### config.mk
export PLATFORM = sky130hd
export DESIGN_NAME = pulse_count_write_interface
export DESIGN_NICKNAME = d
export VERILOG_FILES = /design/src/logic/pcw_pkg.sv /design/src/logic/ctrl_reg_bank.sv /design/src/logic/pulse_count_write_interface.sv
export SDC_FILE = /design/constraint.sdc
export NUM_CORES = 1
export LEC_CHECK = 0
export BUFFER_PORTS_ARGS = -buffer_cell sky130_fd_sc_hd__buf_4
export CAP_MARGIN = 20
export CORE_ASPECT_RATIO = 0.7
export CORE_MARGIN = 4
export CORE_UTILIZATION = 35
export CTS_CLUSTER_SIZE = 12
export DETAILED_ROUTE_END_ITERATION = 6
export GPL_TIMING_DRIVEN = 1
export HOLD_SLACK_MARGIN = 0.03
export PLACE_DENSITY = 0.54
export SYNTH_ARGS = -nofsm -noshare
export SYNTH_HDL_FRONTEND = slang
export SYNTH_SLANG_ARGS = --single-unit
### constraint.sdc
create_clock -name I_CLK -period 4.3 [get_ports I_CLK]
set_input_delay 0.86 -clock I_CLK [delete_from_list [all_inputs] [get_ports I_CLK]]
set_output_delay 0.86 -clock I_CLK [all_outputs]
set_load 0.005 [all_outputs]
### src/logic/pcw_pkg.sv
package pcw_pkg;

  // ------------------------------------------------------------------
  // Widths and address space
  // ------------------------------------------------------------------
  localparam int ADDR_W = 5;
  localparam int DATA_W = 6;
  localparam int EDGE_W = 7;
  localparam int REG_DEPTH = 11;

  localparam logic [4:0] SINK_ENABLE_BITS_ADDR = 5'h00;
  localparam logic [4:0] PRIMARY_BANK_CURRENT_ADDR = 5'h01;
  localparam logic [4:0] SECONDARY_BANK_CURRENT_ADDR = 5'h02;
  localparam logic [4:0] UNUSED_LOW_ADDR = 5'h03;
  localparam logic [4:0] UNUSED_HIGH_ADDR = 5'h04;
  localparam logic [4:0] REGULATOR_ONE_VOLTAGE_ADDR = 5'h05;
  localparam logic [4:0] REGULATOR_TWO_VOLTAGE_ADDR = 5'h06;
  localparam logic [4:0] REGULATOR_THREE_VOLTAGE_ADDR = 5'h07;
  localparam logic [4:0] REGULATOR_FOUR_VOLTAGE_ADDR = 5'h08;
  localparam logic [4:0] BANK_RAMP_CONTROL_ADDR = 5'h09;
  localparam logic [4:0] BANK_ASSIGNMENT_ADDR = 5'h0a;

  localparam logic [5:0] REG_RESET_VALUE = 6'h00;

  // Writable field masks; reserved bits always store zero
  localparam logic [5:0] MASK_NONE = 6'h00;
  localparam logic [5:0] MASK_FULL = 6'h3f;
  localparam logic [5:0] MASK_LEVEL = 6'h1f;
  localparam logic [5:0] MASK_CODE4 = 6'h0f;
  localparam logic [5:0] MASK_CODE3 = 6'h07;

  // ------------------------------------------------------------------
  // Pulse counts: edge count is value plus one
  // ------------------------------------------------------------------
  localparam logic [6:0] EDGE_NONE = 7'h00;
  localparam logic [6:0] ADDR_EDGE_MAX = 7'h20;
  localparam logic [6:0] DATA_EDGE_MAX = 7'h40;

  // ------------------------------------------------------------------
  // Timing, in ns, at a 50 ns clock
  // ------------------------------------------------------------------
  localparam int CLK_PERIOD_NS = 50;
  localparam int ENABLE_HIGH_TIME_NS = 100_000;
  localparam int DISABLE_LOW_TIME_NS = 3_000_000;
  localparam int ADDR_HOLD_TIME_MIN_NS = 500_000;
  localparam int ADDR_HOLD_TIME_MAX_NS = 1_000_000;
  localparam int DATA_HOLD_TIME_NS = 500_000;
  localparam int STANDBY_HIGH_TIME_NS = 10_000_000;

  // Least times round up, longest times round down
  localparam int ENABLE_HIGH_CYC =
    (ENABLE_HIGH_TIME_NS + CLK_PERIOD_NS - 1) / CLK_PERIOD_NS;
  localparam int DISABLE_LOW_CYC =
    (DISABLE_LOW_TIME_NS + CLK_PERIOD_NS - 1) / CLK_PERIOD_NS;
  localparam int ADDR_HOLD_MIN_CYC =
    (ADDR_HOLD_TIME_MIN_NS + CLK_PERIOD_NS - 1) / CLK_PERIOD_NS;
  localparam int ADDR_HOLD_MAX_CYC = ADDR_HOLD_TIME_MAX_NS / CLK_PERIOD_NS;
  localparam int DATA_HOLD_CYC =
    (DATA_HOLD_TIME_NS + CLK_PERIOD_NS - 1) / CLK_PERIOD_NS;
  localparam int STANDBY_CYC =
    (STANDBY_HIGH_TIME_NS + CLK_PERIOD_NS - 1) / CLK_PERIOD_NS;

  typedef enum logic [1:0] {
    PH_ADDR = 2'b01,
    PH_DATA = 2'b10
  } phase_t;

  function automatic logic [5:0] field_mask(input logic [4:0] a);
    case (a)
      SINK_ENABLE_BITS_ADDR: field_mask = MASK_FULL;
      PRIMARY_BANK_CURRENT_ADDR: field_mask = MASK_LEVEL;
      SECONDARY_BANK_CURRENT_ADDR: field_mask = MASK_LEVEL;
      REGULATOR_ONE_VOLTAGE_ADDR: field_mask = MASK_CODE4;
      REGULATOR_TWO_VOLTAGE_ADDR: field_mask = MASK_CODE3;
      REGULATOR_THREE_VOLTAGE_ADDR: field_mask = MASK_CODE4;
      REGULATOR_FOUR_VOLTAGE_ADDR: field_mask = MASK_CODE4;
      BANK_RAMP_CONTROL_ADDR: field_mask = MASK_FULL;
      BANK_ASSIGNMENT_ADDR: field_mask = MASK_CODE3;
      default: field_mask = MASK_NONE;
    endcase
  endfunction

endpackage

### src/logic/ctrl_reg_bank.sv
`timescale 1ns/10ps
module ctrl_reg_bank #(
  parameter int ADDR_W = pcw_pkg::ADDR_W,
  parameter int DATA_W = pcw_pkg::DATA_W,
  parameter int DEPTH = pcw_pkg::REG_DEPTH
) (
  input wire logic i_clk,
  input wire logic i_rst,
  input wire logic i_clear,
  input wire logic i_we,
  input wire logic [ADDR_W-1:0] i_addr,
  input wire logic [DATA_W-1:0] i_data,
  output logic [DEPTH-1:0][DATA_W-1:0] o_regs
);

  if (ADDR_W != pcw_pkg::ADDR_W || DATA_W != pcw_pkg::DATA_W ||
      DEPTH > (1 << ADDR_W)) begin : g_chk
    $error("ctrl_reg_bank: unsupported geometry");
  end

  // Locations without a field mask are holes; writes there are dropped
  logic hit;
  assign hit = i_we && (pcw_pkg::field_mask(i_addr) != pcw_pkg::MASK_NONE);

  for (genvar g = 0; g < DEPTH; g++) begin : g_loc
    always_ff @(posedge i_clk or posedge i_rst) begin
      if (i_rst) begin
        o_regs[g] <= pcw_pkg::REG_RESET_VALUE;
      end else if (i_clear) begin
        o_regs[g] <= pcw_pkg::REG_RESET_VALUE;
      end else if (hit && i_addr == ADDR_W'(g)) begin
        o_regs[g] <= i_data & pcw_pkg::field_mask(ADDR_W'(g));
      end
    end
  end

endmodule

### src/logic/pulse_count_write_interface.sv
`timescale 1ns/10ps
// Overview of operation
// - Up to 32 addresses; address train, then data.
// - Store data only after data hold interval.
// - Long high enables; long low disables device.
// - Address is edges minus one, taken after hold.
// - Short highs keep accumulating address edges.
// - Address count above 31 discards the command.
// - Overlong address hold abandons the command.
// - Data count above 63 drops the write.
// - After data hold expect an address again.
// - Ten millisecond high returns receiver to standby.
// - Irregular pulse widths do not corrupt transfers.
// - Stretched high ends the address phase.
// - Registers are write-only; no read path.
// - Writes to locations 03h and 04h ignored.
// - Shutdown returns all registers to defaults.
// - Receiver stays active during sleep.
module pulse_count_write_interface #(
  parameter int CNT_W = 20,
  parameter int ENABLE_CYC = pcw_pkg::ENABLE_HIGH_CYC,
  parameter int DISABLE_CYC = pcw_pkg::DISABLE_LOW_CYC,
  parameter int ADDR_MIN_CYC = pcw_pkg::ADDR_HOLD_MIN_CYC,
  parameter int ADDR_MAX_CYC = pcw_pkg::ADDR_HOLD_MAX_CYC,
  parameter int DATA_CYC = pcw_pkg::DATA_HOLD_CYC,
  parameter int STANDBY_CYC = pcw_pkg::STANDBY_CYC
) (
  input wire logic I_CLK,
  input wire logic I_RST,
  input wire logic I_SERIAL_PULSE_PIN,
  output logic [5:0] O_SINK_ENABLE_BITS,
  output logic [5:0] O_PRIMARY_BANK_CURRENT,
  output logic [5:0] O_SECONDARY_BANK_CURRENT,
  output logic [5:0] O_REGULATOR_ONE_VOLTAGE,
  output logic [5:0] O_REGULATOR_TWO_VOLTAGE,
  output logic [5:0] O_REGULATOR_THREE_VOLTAGE,
  output logic [5:0] O_REGULATOR_FOUR_VOLTAGE,
  output logic [5:0] O_BANK_RAMP_CONTROL,
  output logic [5:0] O_BANK_ASSIGNMENT,
  output logic O_DEVICE_ENABLED,
  output logic O_SLEEP
);

  // ------------------------------------------------------------------
  // Elaboration checks
  // ------------------------------------------------------------------
  if (ENABLE_CYC < 1 || DISABLE_CYC < 1 || ADDR_MIN_CYC < 1 ||
      DATA_CYC < 1 || ADDR_MAX_CYC <= ADDR_MIN_CYC ||
      STANDBY_CYC <= ADDR_MAX_CYC || STANDBY_CYC <= DATA_CYC ||
      STANDBY_CYC >= (1 << CNT_W) - 1 ||
      DISABLE_CYC >= (1 << CNT_W) - 1) begin : g_chk
    $error("pulse_count_write_interface: bad timing parameters");
  end

  localparam logic [CNT_W-1:0] CNT_ZERO = '0;
  localparam logic [CNT_W-1:0] CNT_ONE = CNT_W'(1);
  localparam logic [CNT_W-1:0] CNT_SAT = '1;

  // ------------------------------------------------------------------
  // Line sampling and interval timers
  // ------------------------------------------------------------------
  logic pin_r;
  logic pin_q_r;
  logic [CNT_W-1:0] hi_cnt_r;
  logic [CNT_W-1:0] lo_cnt_r;
  logic rise;

  // Idle level is high, so both stages reset high to avoid a false edge
  always_ff @(posedge I_CLK or posedge I_RST) begin
    if (I_RST) begin
      pin_r <= 1'b1;
      pin_q_r <= 1'b1;
    end else begin
      pin_r <= I_SERIAL_PULSE_PIN;
      pin_q_r <= pin_r;
    end
  end

  assign rise = pin_r && !pin_q_r;

  // Only high and low durations are timed; pulse width is free
  always_ff @(posedge I_CLK or posedge I_RST) begin
    if (I_RST) begin
      hi_cnt_r <= CNT_ZERO;
    end else if (!pin_r) begin
      hi_cnt_r <= CNT_ZERO;
    end else if (hi_cnt_r != CNT_SAT) begin
      hi_cnt_r <= hi_cnt_r + CNT_ONE;
    end
  end

  always_ff @(posedge I_CLK or posedge I_RST) begin
    if (I_RST) begin
      lo_cnt_r <= CNT_ZERO;
    end else if (pin_r) begin
      lo_cnt_r <= CNT_ZERO;
    end else if (lo_cnt_r != CNT_SAT) begin
      lo_cnt_r <= lo_cnt_r + CNT_ONE;
    end
  end

  logic en_hit;
  logic dis_hit;
  logic amin_hit;
  logic amax_hit;
  logic dhold_hit;
  logic stby_hit;

  assign en_hit = pin_r && hi_cnt_r == CNT_W'(ENABLE_CYC);
  assign dis_hit = !pin_r && lo_cnt_r == CNT_W'(DISABLE_CYC);
  assign amin_hit = pin_r && hi_cnt_r == CNT_W'(ADDR_MIN_CYC);
  assign amax_hit = pin_r && hi_cnt_r == CNT_W'(ADDR_MAX_CYC);
  assign dhold_hit = pin_r && hi_cnt_r == CNT_W'(DATA_CYC);
  assign stby_hit = pin_r && hi_cnt_r == CNT_W'(STANDBY_CYC);

  // ------------------------------------------------------------------
  // Device enable
  // ------------------------------------------------------------------
  logic en_r;

  always_ff @(posedge I_CLK or posedge I_RST) begin
    if (I_RST) begin
      en_r <= 1'b0;
    end else if (!en_r && en_hit) begin
      en_r <= 1'b1;
    end else if (en_r && dis_hit) begin
      en_r <= 1'b0;
    end
  end

  // ------------------------------------------------------------------
  // Pulse-train receiver
  // ------------------------------------------------------------------
  pcw_pkg::phase_t phase_r;
  logic [pcw_pkg::EDGE_W-1:0] edge_cnt_r;
  logic [pcw_pkg::EDGE_W-1:0] edge_limit;
  logic ovf_r;
  logic [pcw_pkg::ADDR_W-1:0] addr_r;
  logic have_edges;
  logic addr_done;
  logic addr_abandon;
  logic data_done;
  logic rx_flush;

  assign edge_limit = (phase_r == pcw_pkg::PH_ADDR) ?
                      pcw_pkg::ADDR_EDGE_MAX : pcw_pkg::DATA_EDGE_MAX;
  assign have_edges = edge_cnt_r != pcw_pkg::EDGE_NONE;
  // Receiver runs whatever the sinks do, so sleep never deafens it
  assign rx_flush = !en_r || stby_hit;
  // Stretched high ends address phase
  assign addr_done = phase_r == pcw_pkg::PH_ADDR && amin_hit && have_edges;
  assign addr_abandon = phase_r == pcw_pkg::PH_DATA && amax_hit &&
                        !have_edges;
  assign data_done = phase_r == pcw_pkg::PH_DATA && dhold_hit &&
                     have_edges;

  always_ff @(posedge I_CLK or posedge I_RST) begin
    if (I_RST) begin
      phase_r <= pcw_pkg::PH_ADDR;
      edge_cnt_r <= pcw_pkg::EDGE_NONE;
      ovf_r <= 1'b0;
      addr_r <= '0;
    end else if (rx_flush) begin
      phase_r <= pcw_pkg::PH_ADDR;
      edge_cnt_r <= pcw_pkg::EDGE_NONE;
      ovf_r <= 1'b0;
    end else if (rise) begin
      // Highs shorter than a hold and lows shorter than a disable just keep the count going
      if (edge_cnt_r == edge_limit) begin
        ovf_r <= 1'b1;
      end else begin
        edge_cnt_r <= edge_cnt_r + 7'h01;
      end
    end else if (addr_done) begin
      edge_cnt_r <= pcw_pkg::EDGE_NONE;
      ovf_r <= 1'b0;
      if (!ovf_r) begin
        addr_r <= pcw_pkg::ADDR_W'(edge_cnt_r - 7'h01);
        phase_r <= pcw_pkg::PH_DATA;
      end
    end else if (addr_abandon || data_done) begin
      phase_r <= pcw_pkg::PH_ADDR;
      edge_cnt_r <= pcw_pkg::EDGE_NONE;
      ovf_r <= 1'b0;
    end
  end

  // ------------------------------------------------------------------
  // Write strobe toward the register bank
  // ------------------------------------------------------------------
  logic we_r;
  logic [pcw_pkg::ADDR_W-1:0] waddr_r;
  logic [pcw_pkg::DATA_W-1:0] wdata_r;

  always_ff @(posedge I_CLK or posedge I_RST) begin
    if (I_RST) begin
      we_r <= 1'b0;
      waddr_r <= '0;
      wdata_r <= '0;
    end else begin
      // Overflowed data trains never write
      we_r <= !rx_flush && data_done && !ovf_r;
      waddr_r <= addr_r;
      wdata_r <= pcw_pkg::DATA_W'(edge_cnt_r - 7'h01);
    end
  end

  // ------------------------------------------------------------------
  // Register bank, write-only toward the link
  // ------------------------------------------------------------------
  logic [pcw_pkg::REG_DEPTH-1:0][pcw_pkg::DATA_W-1:0] regs;

  // Holes are decoded out inside the bank
  ctrl_reg_bank #(
    .ADDR_W(pcw_pkg::ADDR_W),
    .DATA_W(pcw_pkg::DATA_W),
    .DEPTH(pcw_pkg::REG_DEPTH)
  ) u_bank (
    .i_clk(I_CLK),
    .i_rst(I_RST),
    .i_clear(en_r && dis_hit),
    .i_we(we_r),
    .i_addr(waddr_r),
    .i_data(wdata_r),
    .o_regs(regs)
  );

  // Bank contents go straight out; nothing reads them back
  assign O_SINK_ENABLE_BITS = regs[pcw_pkg::SINK_ENABLE_BITS_ADDR];
  assign O_PRIMARY_BANK_CURRENT = regs[pcw_pkg::PRIMARY_BANK_CURRENT_ADDR];
  assign O_SECONDARY_BANK_CURRENT =
    regs[pcw_pkg::SECONDARY_BANK_CURRENT_ADDR];
  assign O_REGULATOR_ONE_VOLTAGE = regs[pcw_pkg::REGULATOR_ONE_VOLTAGE_ADDR];
  assign O_REGULATOR_TWO_VOLTAGE = regs[pcw_pkg::REGULATOR_TWO_VOLTAGE_ADDR];
  assign O_REGULATOR_THREE_VOLTAGE =
    regs[pcw_pkg::REGULATOR_THREE_VOLTAGE_ADDR];
  assign O_REGULATOR_FOUR_VOLTAGE =
    regs[pcw_pkg::REGULATOR_FOUR_VOLTAGE_ADDR];
  assign O_BANK_RAMP_CONTROL = regs[pcw_pkg::BANK_RAMP_CONTROL_ADDR];
  assign O_BANK_ASSIGNMENT = regs[pcw_pkg::BANK_ASSIGNMENT_ADDR];
  assign O_DEVICE_ENABLED = en_r;

  // Sleep flag lags the sink register by one cycle
  logic sleep_r;

  always_ff @(posedge I_CLK or posedge I_RST) begin
    if (I_RST) begin
      sleep_r <= 1'b0;
    end else begin
      sleep_r <= en_r &&
        regs[pcw_pkg::SINK_ENABLE_BITS_ADDR] == pcw_pkg::REG_RESET_VALUE;
    end
  end

  assign O_SLEEP = sleep_r;
endmodule

==> flow_summary.toml <==
[setup_path]
start_kind = "register"
critical_path_buf_inv_count = 1
worstPathCellList = "or4b_1 > nor4_4 > a21boi_0 > clkbuf_2 > o21ai_0 > o21ai_0"
rr_startpoint = "pin_r"
reg2regPathDepth = 6
max_stage_delay_ns = 0.94
critical-path-top-delay-family = "flip-flops"
cp_data_required_time_ns = 4.52
critPathCaptureType = "register"
crit_cells = 6
crit_arrival_ns = 2.88
cp_max_fo = 34
critPathSlowestCell = "dfstp_2"
worstSetupStartpoint = "pin_r"
path_common_cell = "o21ai_0"
worst-setup-path-type = "reg -> reg"

[clock_tree]
clk_latency_ns = 0.35
root_buffer = "clkbuf_16"
hold_buffers = 0
clk_transition_reported_paths_ns = 0.07
cts_setup_buffers = 0
numCtsBuffers = 9
cts_htree_levels = 3
cts_sinks = 111
cts_tree = "yes"
cts_max_path_buffers = 2
post_cts_resized = 0

[route]
first_iter_violations = 271
vias = 4432
via_per_inst = 5.346
drt-total-wl_mm = 13.21
dr.pass1.iters = 7
routedWlPerCell_um = 15.93
ant_nets = 0
route.detailed.drc = 0

[timing]
finalSetupViolCount = 0
max_slew_margin = 0.3114
grt_setup_unrepaired = "no"
period_needed_ns = 2.659
worstMarginPinSlew_ns = 1.025
hold_violations = 0
setup_tns_ns = 0
period_share = 0.6184
finClkSkew_ns = 0.01176
max_freq_mhz = 376.0
finalMaxSlewViolations = 0

[synthesis]
yosysUniqueCellTypes = 65
synth_seq_area_share = 0.4938
syn_inst = 595
ys_warn_count = 0
synth_edf_count = 0
async_reset_ff_frac = 1.000
ys_ff_latch = 111
synth_area_mm2 = 0.005633
avgSynthCellArea_um2 = 9.467
synthFlopType = "dfrtp_1"

[finish]
syn_to_final_growth_pct = 13.97
drive_gt1_frac = 0.1494
final_nets = 634
diodes = 0
design_area_mm2 = 0.006420

[outcome]
outcome = "complete, no violations"

[placed_design]
placed_area_mm2 = 0.006092
gp_congestion = 0.8363
hpwl_mm = 9.145
io_buffers = 44

[hold_path]
min_delay_path_depth = 0
min-delay-start = "addr_r[4]"
hp-class = "reg -> reg"

[power]
ir_drop_mv = 0.1747
finalPower_mw = 1.961
leakage_nw = 2.778
cellPowerDensity_mw_per_mm2 = 305.4

[floorplan]
die_h_um = 114.1
ios = 59
rows = 38
die_w_um = 159.6
start_util = 0.3601
core_mm2 = 0.01564
dieArea_mm2 = 0.01822

[run]
max_cap_violations = 0

[global_route]
grt_pass1_wl_mm = 22.37
grt_max_degree = 82
grt_antenna_before_repair = 0
grt_util_all_layers = 0.1497
gr-total-overflow = 0
grt_pass1_vias = 4216
-- sequential cells by signal, summed over array words and instances (netlist names), 2 cells and up --
| name | flops |
|---|---|
| edge_cnt_r | 7 |
| hi_cnt_r | 20 |
| lo_cnt_r | 20 |
| addr_r | 5 |
| wdata_r | 6 |
| waddr_r | 5 |
| u_bank.o_regs | 40 |
| phase_r | 2 |
-- kinds of logic (layout without fill, tap and decap cells) --
group | after synthesis | after routing | share of synthesized area
AOI/OAI and AO/OA | 102 | 102 | 0.1137
xor gates and xnor gates | 22 | 22 | 0.03421
adders and majority gates | 6 | 6 | 0.01333
buffers and inverters | 61 | 82 | 0.05064
DFF | 111 | 111 | 0.4938
muxes | 18 | 18 | 0.03332
other | 1 | 14 | 0.0006657
and+or+nand+nor | 274 | 274 | 0.2603
-- per-stage QoR --
step,cells,hold WS (ns),worst slack (ns),utilization
floorplan,608,0.3501,0.5143,-
global placement,812,0.3580,1.644,0.3895
detailed placement,812,0.3645,1.600,0.3895
CTS,827,0.3778,1.566,0.4083
global route,829,0.3938,1.450,0.4104
finish,829,0.3711,1.641,0.4104
-- cell type report --
| class | instances | area [µm²] |
|---|---|---|
| clock buffers | 9 | 225.2 |
| clock inverters | 6 | 70.07 |
| fillers | 1537 | 9223 |
| inverters | 15 | 58.81 |
| multi-input cells | 436 | 2626 |
| flip-flops and latches | 111 | 2781 |
| well taps | 200 | 250.2 |
| repair buffers | 52 | 407.9 |
-- worst reg2reg max path, cell delays in order, from the launching register on --
cell	delay, ns
dfstp_2	0.94
or4b_1	0.57
nor4_4	0.31
a21boi_0	0.27
clkbuf_2	0.23
o21ai_0	0.10
o21ai_0	0.12
-- cells in the mapped netlist (4+ instances only) --
master	count	area share
dfrtp_1	108	0.48
xnor2_1	13	0.020
nor4b_1	5	0.0078
inv_1	15	0.010
nand3_1	63	0.056
nand2_1	73	0.049
and3_1	14	0.016
a31oi_1	8	0.0089
nand4_1	18	0.020
nor2b_1	5	0.0056
buf_4	14	0.019
mux2i_1	12	0.021
nor4_1	8	0.0089
mux2_2	6	0.012
ha_1	6	0.013
xor2_1	9	0.014
a211oi_1	4	0.0053
o21ai_0	9	0.0080
nor2_1	40	0.027
nor3_1	9	0.0080
a21oi_1	48	0.043
clkbuf_1	28	0.019
nand2b_1	10	0.011
nand4b_1	4	0.0062
-- final timing paths --
path	endpoint	slack, ns
min	waddr_r[4]	0.37
min in group asynchronous	lo_cnt_r[19]	0.47
max	edge_cnt_r[4]	1.64
max reg2reg	edge_cnt_r[4]	1.64
min reg2reg	waddr_r[4]	0.37
max in group asynchronous	pin_q_r	2.87
-- layer usage --
metal  global-route usage  wire [µm]  vias up
met5                    0          0        -
met1               0.2313       6939     2167
met4              0.03642        135        0
li1                     -          -     2157
met2               0.2130       5557       97
met3              0.03167        574       11
-- where the power goes --
group	internal, mW	total, mW	leakage (nW)	switching, mW
registers	1.05	1.06	1.50	0.0113
clock network	0.452	0.841	0.134	0.389
logic	0.0159	0.0590	1.14	0.0431
total	1.52	1.96	2.78	0.443
-- placed cells by master, fill, tap and decap left out, drive strengths merged, types with 14 or more instances in the layout --
master  count
dfrtp     108
and3       14
nand4      18
nor2       40
nand2      73
a21oi      48
nand3      64
inv        16
buf        51
conb       14
Power figures use the tool's default switching activity.
